### src/shared/cbr_params.svh
// Purpose: Offsets, field positions, reset values for the clock buffer config bank
// Assumes: APB byte address is four times the register index
// Notes: Field positions are bit indices inside the 16-bit register word
//
// How it works
// - Offset 0x2 bit 5 enables FSM clock
// - Offset 0x3 bits 15-12 enable main outputs
// - Offset 0x4 holds output 1/0 power
// - Offset 0x5 holds output 3/2 power
// - Offset 0x7 common mode, LVDS only
// - Offset 0x7 pre-driver power level
// - Offset 0x7 driver power, CML only
// - Offset 0x8 pre-divide ratio 1/2/4
// - Offset 0x8 format and subsystem enable
// - Offset 0x5A holds two bypass bits
`ifndef CBR_PARAMS_SVH
`define CBR_PARAMS_SVH

// ----------------------------------------
// Register indices
// ----------------------------------------
`define CBR_IDX_FSM_CLK 7'h02
`define CBR_IDX_MAIN_EN 7'h03
`define CBR_IDX_PWR_LO 7'h04
`define CBR_IDX_PWR_HI 7'h05
`define CBR_IDX_AUX_LVL 7'h07
`define CBR_IDX_AUX_DIV 7'h08
`define CBR_IDX_COMP_A 7'h4F
`define CBR_IDX_COMP_B 7'h5A

// ----------------------------------------
// Reset values
// ----------------------------------------
`define CBR_RST_FSM_CLK 16'h0223
`define CBR_RST_MAIN_EN 16'hF0FE
`define CBR_RST_PWR_LO 16'h36FF
`define CBR_RST_PWR_HI 16'h36F6
`define CBR_RST_AUX_LVL 16'h543F
`define CBR_RST_AUX_DIV 16'h0120
`define CBR_RST_COMP_A 16'h0000
`define CBR_RST_COMP_B 16'h0000

// ----------------------------------------
// Writable bit masks (read-only bits clear)
// ----------------------------------------
`define CBR_WM_FSM_CLK 16'h07FF
`define CBR_WM_MAIN_EN 16'hFFFF
`define CBR_WM_PWR_LO 16'h3FFF
`define CBR_WM_PWR_HI 16'h7FFF
`define CBR_WM_AUX_LVL 16'h7FFF
`define CBR_WM_AUX_DIV 16'h01FF
`define CBR_WM_COMP 16'hFFFF

// ----------------------------------------
// Field positions
// ----------------------------------------
`define CBR_FSM_CLK_BIT 5
`define CBR_MAIN_EN_LSB 12
`define CBR_PWR0_LSB 8
`define CBR_PWR1_LSB 11
`define CBR_PWR2_LSB 0
`define CBR_PWR3_LSB 3
`define CBR_VCM_LSB 11
`define CBR_PREDRV_LSB 7
`define CBR_DRVPWR_LSB 1
`define CBR_PREDIV_LSB 6
`define CBR_AUXEN_BIT 5
`define CBR_FMT_LSB 0
`define CBR_BYP2_BIT 5
`define CBR_BYP3_BIT 6

`endif

### src/shared/cbr_pkg.sv
// Purpose: Types for the clock buffer config bank
// Assumes: Constants come from cbr_params.svh
// Notes: Types only
package cbr_pkg;

    // Driver format codes
    typedef enum logic [1:0] {
        CBR_FMT_LVDS = 2'h0,
        CBR_FMT_RSV1 = 2'h1,
        CBR_FMT_CML = 2'h2,
        CBR_FMT_RSV3 = 2'h3
    } cbr_fmt_t;

    // Decoded configuration handed to the analog side
    typedef struct packed {
        logic fsm_clock_gen_enable;
        logic [3:0] main_out_enable;
        logic [2:0] main_out0_power;
        logic [2:0] main_out1_power;
        logic [2:0] main_out2_power;
        logic [2:0] main_out3_power;
        logic [1:0] aux_common_mode_sel;
        logic lvds_vcm_active;
        logic [1:0] aux_predriver_power;
        logic [2:0] aux_driver_power;
        logic cml_power_active;
        logic [2:0] aux_predivide_ratio;
        logic aux_predivide_legal;
        logic aux_subsystem_enable;
        cbr_fmt_t aux_driver_format;
        logic aux_bypass_second;
        logic aux_bypass_third;
    } cbr_cfg_t;

endpackage

### src/rtl/cbr_reg_cell.sv
// Purpose: One 16-bit config register with a writable-bit mask
// Assumes: Write strobe is a single-cycle APB access-phase pulse
// Notes: Masked-out bits are constant zero
`timescale 1ns/1ns
module cbr_reg_cell #(
    parameter logic [15:0] RST = 16'h0000,
    parameter logic [15:0] WMASK = 16'hFFFF
) (
    input wire logic pclk,
    input wire logic presetn,
    input wire logic wr,
    input wire logic [15:0] wdata,
    output logic [15:0] q
);

    // ----------------------------------------
    // Storage
    // ----------------------------------------
    logic [15:0] q_d;
    logic [15:0] reg_q;

    // Read-only bits never hold state, so they read zero
    // hold and zero
    assign q_d = wr ? (wdata & WMASK) : reg_q;
    assign q = reg_q;

    // Register process
    always_ff @(posedge pclk or negedge presetn) begin
        if (!presetn) begin
            reg_q <= RST & WMASK;
        end else begin
            reg_q <= q_d;
        end
    end

endmodule

### src/rtl/cbr_regs.sv
// Purpose: APB register bank for clock buffer output configuration
// Assumes: 32-bit APB, registers in low 16 bits, byte address = index * 4
// Notes: Zero-wait-state slave; unmapped addresses read zero and raise pslverr
//
// The APB interface to the registers was chosen for this implementation.
`timescale 1ns/1ns
`include "cbr_params.svh"
module cbr_regs
    import cbr_pkg::*;
#(
    parameter int ADDR_W = 12
) (
    input wire logic pclk,
    input wire logic presetn,
    input wire logic psel,
    input wire logic penable,
    input wire logic pwrite,
    input wire logic [ADDR_W-1:0] paddr,
    input wire logic [31:0] pwdata,
    input wire logic [3:0] pstrb,
    output logic [31:0] prdata,
    output logic pready,
    output logic pslverr,
    output cbr_cfg_t cfg
);

    // ----------------------------------------
    // Elaboration checks
    // ----------------------------------------
    // Index 0x5A needs 9 byte-address bits
    if (ADDR_W < 9 || ADDR_W > 32) begin : g_bad_addr
        $error("cbr_regs: ADDR_W must be 9..32");
    end

    // ----------------------------------------
    // Address decode
    // ----------------------------------------
    localparam int NREG = 8;
    wire logic [6:0] idx;
    wire logic aligned;
    wire logic upper_zero;
    wire logic setup;
    wire logic access;
    wire logic [NREG-1:0] hit;
    wire logic mapped;
    wire logic wr_ok;
    wire logic [NREG-1:0] wr_sel;

    // Decode one index against the access word address
    function automatic logic idx_hit(input logic [6:0] a, input logic [6:0] r);
        idx_hit = (a == r);
    endfunction

    assign idx = paddr[8:2];
    assign aligned = (paddr[1:0] == 2'h0);
    // Bits above the map must be zero, else unmapped
    assign upper_zero = (ADDR_W > 9) ? ((paddr >> 9) == '0) : 1'b1;
    assign setup = psel && !penable;
    assign access = psel && penable;

    assign hit[0] = idx_hit(idx, `CBR_IDX_FSM_CLK);
    assign hit[1] = idx_hit(idx, `CBR_IDX_MAIN_EN);
    assign hit[2] = idx_hit(idx, `CBR_IDX_PWR_LO);
    assign hit[3] = idx_hit(idx, `CBR_IDX_PWR_HI);
    assign hit[4] = idx_hit(idx, `CBR_IDX_AUX_LVL);
    assign hit[5] = idx_hit(idx, `CBR_IDX_AUX_DIV);
    assign hit[6] = idx_hit(idx, `CBR_IDX_COMP_A);
    assign hit[7] = idx_hit(idx, `CBR_IDX_COMP_B);
    assign mapped = (|hit) && aligned && upper_zero;

    // A write lands only with both low byte lanes enabled, keeping 16-bit fields whole
    assign wr_ok = access && pwrite && mapped && (pstrb[1:0] == 2'h3);
    assign wr_sel = wr_ok ? hit : '0;

    // ----------------------------------------
    // Register cells
    // ----------------------------------------
    logic [15:0] r_fsm_clk;
    logic [15:0] r_main_en;
    logic [15:0] r_pwr_lo;
    logic [15:0] r_pwr_hi;
    logic [15:0] r_aux_lvl;
    logic [15:0] r_aux_div;
    logic [15:0] r_comp_a;
    logic [15:0] r_comp_b;

    cbr_reg_cell #(.RST(`CBR_RST_FSM_CLK), .WMASK(`CBR_WM_FSM_CLK)) u_fsm_clk (
        .pclk(pclk), .presetn(presetn), .wr(wr_sel[0]), .wdata(pwdata[15:0]), .q(r_fsm_clk));
    cbr_reg_cell #(.RST(`CBR_RST_MAIN_EN), .WMASK(`CBR_WM_MAIN_EN)) u_main_en (
        .pclk(pclk), .presetn(presetn), .wr(wr_sel[1]), .wdata(pwdata[15:0]), .q(r_main_en));
    cbr_reg_cell #(.RST(`CBR_RST_PWR_LO), .WMASK(`CBR_WM_PWR_LO)) u_pwr_lo (
        .pclk(pclk), .presetn(presetn), .wr(wr_sel[2]), .wdata(pwdata[15:0]), .q(r_pwr_lo));
    cbr_reg_cell #(.RST(`CBR_RST_PWR_HI), .WMASK(`CBR_WM_PWR_HI)) u_pwr_hi (
        .pclk(pclk), .presetn(presetn), .wr(wr_sel[3]), .wdata(pwdata[15:0]), .q(r_pwr_hi));
    cbr_reg_cell #(.RST(`CBR_RST_AUX_LVL), .WMASK(`CBR_WM_AUX_LVL)) u_aux_lvl (
        .pclk(pclk), .presetn(presetn), .wr(wr_sel[4]), .wdata(pwdata[15:0]), .q(r_aux_lvl));
    cbr_reg_cell #(.RST(`CBR_RST_AUX_DIV), .WMASK(`CBR_WM_AUX_DIV)) u_aux_div (
        .pclk(pclk), .presetn(presetn), .wr(wr_sel[5]), .wdata(pwdata[15:0]), .q(r_aux_div));
    // Companion register, stored as written
    cbr_reg_cell #(.RST(`CBR_RST_COMP_A), .WMASK(`CBR_WM_COMP)) u_comp_a (
        .pclk(pclk), .presetn(presetn), .wr(wr_sel[6]), .wdata(pwdata[15:0]), .q(r_comp_a));
    cbr_reg_cell #(.RST(`CBR_RST_COMP_B), .WMASK(`CBR_WM_COMP)) u_comp_b (
        .pclk(pclk), .presetn(presetn), .wr(wr_sel[7]), .wdata(pwdata[15:0]), .q(r_comp_b));

    // ----------------------------------------
    // Read mux
    // ----------------------------------------
    wire logic [15:0] rd_mux;
    assign rd_mux = ({16{hit[0]}} & r_fsm_clk) | ({16{hit[1]}} & r_main_en)
                  | ({16{hit[2]}} & r_pwr_lo) | ({16{hit[3]}} & r_pwr_hi)
                  | ({16{hit[4]}} & r_aux_lvl) | ({16{hit[5]}} & r_aux_div)
                  | ({16{hit[6]}} & r_comp_a) | ({16{hit[7]}} & r_comp_b);

    // ----------------------------------------
    // Decoded configuration
    // ----------------------------------------
    cbr_cfg_t cfg_d;
    cbr_cfg_t cfg_q;
    wire logic [2:0] prediv;
    wire cbr_fmt_t fmt;
    assign prediv = r_aux_div[`CBR_PREDIV_LSB +: 3];
    assign fmt = cbr_fmt_t'(r_aux_div[`CBR_FMT_LSB +: 2]);

    always_comb begin
        cfg_d = '0;
        // state-machine clock enable
        // Pin modes stop when software clears this after init
        cfg_d.fsm_clock_gen_enable = r_fsm_clk[`CBR_FSM_CLK_BIT];
        cfg_d.main_out_enable = r_main_en[`CBR_MAIN_EN_LSB +: 4];
        cfg_d.main_out1_power = r_pwr_lo[`CBR_PWR1_LSB +: 3];
        cfg_d.main_out0_power = r_pwr_lo[`CBR_PWR0_LSB +: 3];
        cfg_d.main_out3_power = r_pwr_hi[`CBR_PWR3_LSB +: 3];
        cfg_d.main_out2_power = r_pwr_hi[`CBR_PWR2_LSB +: 3];
        cfg_d.aux_common_mode_sel = r_aux_lvl[`CBR_VCM_LSB +: 2];
        cfg_d.lvds_vcm_active = (fmt == CBR_FMT_LVDS);
        cfg_d.aux_predriver_power = r_aux_lvl[`CBR_PREDRV_LSB +: 2];
        cfg_d.aux_driver_power = r_aux_lvl[`CBR_DRVPWR_LSB +: 3];
        cfg_d.cml_power_active = (fmt == CBR_FMT_CML);
        // only 1, 2, 4 legal
        // Reserved codes are stored but flagged, never silently altered
        cfg_d.aux_predivide_ratio = prediv;
        cfg_d.aux_predivide_legal = (prediv == 3'h1) || (prediv == 3'h2) || (prediv == 3'h4);
        cfg_d.aux_subsystem_enable = r_aux_div[`CBR_AUXEN_BIT];
        cfg_d.aux_driver_format = fmt;
        cfg_d.aux_bypass_second = r_comp_b[`CBR_BYP2_BIT];
        cfg_d.aux_bypass_third = r_comp_b[`CBR_BYP3_BIT];
    end

    // ----------------------------------------
    // Output flops
    // ----------------------------------------
    // Config output is registered, so it lags register contents by one cycle
    always_ff @(posedge pclk or negedge presetn) begin
        if (!presetn) begin
            cfg_q <= '0;
        end else begin
            cfg_q <= cfg_d;
        end
    end
    assign cfg = cfg_q;

    // APB answer: registered during setup, valid in the access phase
    logic [31:0] prdata_q;
    logic pready_q;
    logic pslverr_q;
    always_ff @(posedge pclk or negedge presetn) begin
        if (!presetn) begin
            prdata_q <= 32'h0000_0000;
            pready_q <= 1'b0;
            pslverr_q <= 1'b0;
        end else begin
            // Answer comes one cycle after setup, then drops
            pready_q <= setup;
            pslverr_q <= setup && !mapped;
            prdata_q <= (setup && !pwrite && mapped) ? {16'h0000, rd_mux} : 32'h0000_0000;
        end
    end
    assign prdata = prdata_q;
    assign pready = pready_q;
    assign pslverr = pslverr_q;

endmodule

### config.mk
export PLATFORM = sky130hd
export DESIGN_NAME = cbr_regs
export DESIGN_NICKNAME = d
export VERILOG_FILES = /design/src/shared/cbr_pkg.sv /design/src/rtl/cbr_reg_cell.sv /design/src/rtl/cbr_regs.sv
export VERILOG_INCLUDE_DIRS = /design/src /design/src/shared
export SDC_FILE = /design/constraint.sdc
export NUM_CORES = 1
export LEC_CHECK = 0
export ABC_CLOCK_PERIOD_IN_PS = 2500
export BUFFER_PORTS_ARGS = -buffer_cell sky130_fd_sc_hd__clkbuf_2
export CORE_ASPECT_RATIO = 1.75
export CORE_MARGIN = 3
export CORE_UTILIZATION = 60
export DETAILED_ROUTE_END_ITERATION = 8
export PLACE_DENSITY = 0.85
export SLEW_MARGIN = 40
export SYNTH_ARGS = -nofsm -noshare
export SYNTH_HDL_FRONTEND = slang
export SYNTH_SLANG_ARGS = --single-unit
### constraint.sdc
create_clock -name pclk -period 2.5 [get_ports pclk]
set_input_delay 0.5 -clock pclk [delete_from_list [all_inputs] [get_ports pclk]]
set_output_delay 0.5 -clock pclk [all_outputs]
set_load 0.01 [all_outputs]
==> PnR_summary.wiki <==
{| class="wikitable"
! Metric !! Value
|-
| Setup Crit Path Kind || in2reg
|-
| Most instantiated library cell after synthesis || sky130_fd_sc_hd__dfrtp_1
|-
| Final std cells w/o fill || 739
|-
| Setup Viol. Count Final || 0
|-
| Cts hold-fix bufs || 0
|-
| Die ar. || 12,880 um^2
|-
| Syn avg cell area || 14.44 um^2
|-
| Core outline area || 11,170 um^2
|-
| Fmax || 512.3 MHz
|-
| Nature of the critical path startpoint || primary input
|-
| Rel. slew slack || 0.5794
|-
| Count of buffers inserted at the top-level ports || 87
|-
| Predominant post-synthesis flop cell || sky130_fd_sc_hd__dfrtp_1
|-
| Leak || 3.997 nW
|-
| Antenna cell count || 0
|-
| Post-Route Skew || 7.520 ps
|-
| Number of nets in the finished design || 647
|-
| GRT Total Usage || 0.2820
|-
| Result of the run || finished, final reports clean
|-
| Final weighted congestion of routability-driven global placement || 0.8190
|-
| H-tree depth reported by CTS || 4
|-
| TritonCTS sink count || 165
|-
| Horiz. Die Dim || 87.08 um
|-
| Cell types occupying the most area after synthesis || sky130_fd_sc_hd__dfrtp_1 42%, sky130_fd_sc_hd__dfstp_2 18%, sky130_fd_sc_hd__mux2_2 17%
|-
| Library cell occupying the most area in the post-synthesis netlist || sky130_fd_sc_hd__dfrtp_1
|-
| DRT Pass-1 Iters || 6
|-
| Initial core utilization || 0.6180
|-
| Area share of the leading cell type in the synthesized netlist || 0.4242
|-
| Overflow left after global routing || 0
|-
| Path type of the worst min-delay path || in2async
|-
| Vertical die dimension || 147.9 um
|-
| Crit path required time || 2800 ps
|-
| Antenna violations before repair || 0
|-
| Deepest clock path buffer count || 2
|-
| CTS resizes || 0
|-
| CTS tree || done
|-
| Wire length per cell after detailed routing || 22.95 um
|-
| Largest fanout on the critical path || 9
|-
| Post-synthesis instance area || 6902 um^2
|-
| Cell count after placement || 707
|-
| Synthesized netlist cell count || 478
|-
| Arr. time, crit path || 2250 ps
|-
| Top cell types by occurrence after synthesis || 117 x sky130_fd_sc_hd__dfrtp_1, 105 x sky130_fd_sc_hd__mux2_2, 48 x sky130_fd_sc_hd__dfstp_2
|-
| Largest net degree at the start of global routing || 69
|-
| Number of vias per cell || 6.382
|-
| Via count of the first global-routing pass || 5,125
|-
| Slew at the pin closest to its max-slew limit || 630.9 ps
|-
| Clock buffer count from CTS || 17
|-
| Max-cap violations || 0
|-
| Share of the clock period used by the worst path || 0.7808
|-
| Half-perimeter wire length after placement || 11.38 mm
|-
| Minimum clock period || 1952 ps
|-
| Clock Root Buffer || sky130_fd_sc_hd__clkbuf_16
|-
| Yosys warnings || 0
|-
| Global-route wire length before repair || 27.20 mm
|-
| Power after layout || 0.005438 W
|-
| Synth-to-Final Area Change || 19.45%
|-
| Antenna Violating Nets Remaining || 0
|-
| RSZ-0062 raised after global routing || no
|-
| Share of cells above drive strength 1 || 0.5486
|-
| Clock transition at the registers of the reported paths || 60 ps
|-
| Clock latency reported for the late side of the worst-skew pair || 420 ps
|-
| Share of synthesized area occupied by flip-flops and latches || 0.6070
|-
| Pins over their slew limit || 0
|-
| Async SR Flop Fraction || 1.000
|-
| Count of flip-flops with a built-in enable after synthesis || 0
|-
| DRC violations left || 0
|-
| Number of synthesized register bits || 165
|-
| Number of buffers inserted to repair setup after CTS || 0
|-
| Final hold violation count || 0
|-
| Post-detailed-routing wire length || 16.96 mm
|-
| Overall via count from detail_route || 4,716
|-
| Iteration-0 DRC count of the detailed router || 394
|-
| Cell Pwr Density || 659.6 nW/um^2
|-
| FP Rows || 51
|-
| Capturing element type of the critical path || register
|-
| Top-Level Pins || 122
|-
| Final total negative setup slack || 0 ps
|-
| Number of unique standard cell types used by synthesis || 47
|-
| Worst-case vdd ir drop || 0.6330 mV
|}
-- final cells by class --
class,count,area [um^2]
clock inverter,11,127.6
fill,703,2923
sequential,165,4189
tap,132,165.2
multi-input combinational,282,2525
clock buffer,21,450.4
timing repair buffer,128,787.0
-- final timing paths --
kind                                       startpoint                          end  slack [ps]  depth (start not counted)
setup / recovery                             paddr[4]   u_aux_div.q[4]$_DFFE_PN0P_         550                          5
hold / removal                                presetn            cfg[11]$_DFF_PN0_          70                          1
setup reg to reg           u_fsm_clk.q[1]$_DFFE_PN1P_          prdata[1]$_DFF_PN0_         860                          4
hold reg to reg            u_aux_lvl.q[7]$_DFFE_PN0P_            cfg[13]$_DFF_PN0_         390                          0
max in group asynchronous                     presetn  u_main_en.q[14]$_DFFE_PN1P_        1700                          2
min in group pclk                             penable             pready$_DFF_PN0_         320                          2
-- kinds of logic (layout without fill, tap and decap cells) --
logic type	count (synthesis)	count (layout)	synth area share
compound gates	78	78	0.08974
flops	165	165	0.6070
other cells	1	16	0.0005434
xor+xnor	1	1	0.001269
buf+inv	46	160	0.03608
simple gates	69	69	0.06799
mux	118	118	0.1974
-- cell usage in the layout, fill, tap and decap left out, types with 4 or more instances in the layout --
cell type and n:
sky130_fd_sc_hd__a221oi_1 11, sky130_fd_sc_hd__a22o_1 8, sky130_fd_sc_hd__a222oi_1 5, sky130_fd_sc_hd__buf_4 38, sky130_fd_sc_hd__and3_1 6, sky130_fd_sc_hd__clkbuf_16 17, sky130_fd_sc_hd__nor2_1 7, sky130_fd_sc_hd__a21oi_1 5
sky130_fd_sc_hd__nand2_1 9, sky130_fd_sc_hd__nand3_1 4, sky130_fd_sc_hd__clkbuf_2 86, sky130_fd_sc_hd__a211oi_1 17, sky130_fd_sc_hd__or4b_2 6, sky130_fd_sc_hd__mux2_4 10, sky130_fd_sc_hd__dfrtp_1 117, sky130_fd_sc_hd__a22oi_1 18
sky130_fd_sc_hd__nand3b_1 6, sky130_fd_sc_hd__mux2_2 105, sky130_fd_sc_hd__conb_1 16, sky130_fd_sc_hd__dfstp_2 48, sky130_fd_sc_hd__nand4_1 5, sky130_fd_sc_hd__nor3b_1 4
-- per-layer routing --
| layer | global-route usage | wire length (um) |
|---|---|---|
| met2 | 0.4680 | 9073 |
| met4 | 0.1217 | 511 |
| met5 | 0 | 0 |
| met1 | 0.3476 | 6329 |
| met3 | 0.06637 | 1045 |
-- flip-flops by register name, indices dropped and copies added, names as in the netlist --
signal and cells:
cfg 35, prdata 16, pready 1, pslverr 1, u_aux_div.q 9, u_aux_lvl.q 15, u_comp_a.q 16, u_comp_b.q 16
u_fsm_clk.q 11, u_main_en.q 16, u_pwr_hi.q 15, u_pwr_lo.q 14
-- power breakdown --
group	switching (W)	internal, W	leakage [nW]
combinational	0.000158	0.0000599	1.60
clock	0.00104	0.00150	0.274
sequential	0.000000846	0.00268	2.12
-- metrics by stage --
stage,utilization,hold WS [ps],instance area [um^2],setup slack (ps)
final,0.7383,69.98,8244,548.0
after global routing,0.7383,115.7,8244,494.4
after CTS,0.7383,87.85,8244,592.1
after detailed placement,0.6865,384.3,7666,153.1
after global placement,0.6865,378.6,7666,173.2
after floorplan,-,204.4,6958,161.2
-- critical path: stages --
cell                       delay (ps)
sky130_fd_sc_hd__clkbuf_2         180
sky130_fd_sc_hd__or4b_2           720
sky130_fd_sc_hd__nor2_2           130
sky130_fd_sc_hd__nand2_1          330
sky130_fd_sc_hd__mux2_2           400
(Power assumes the default switching activity.)
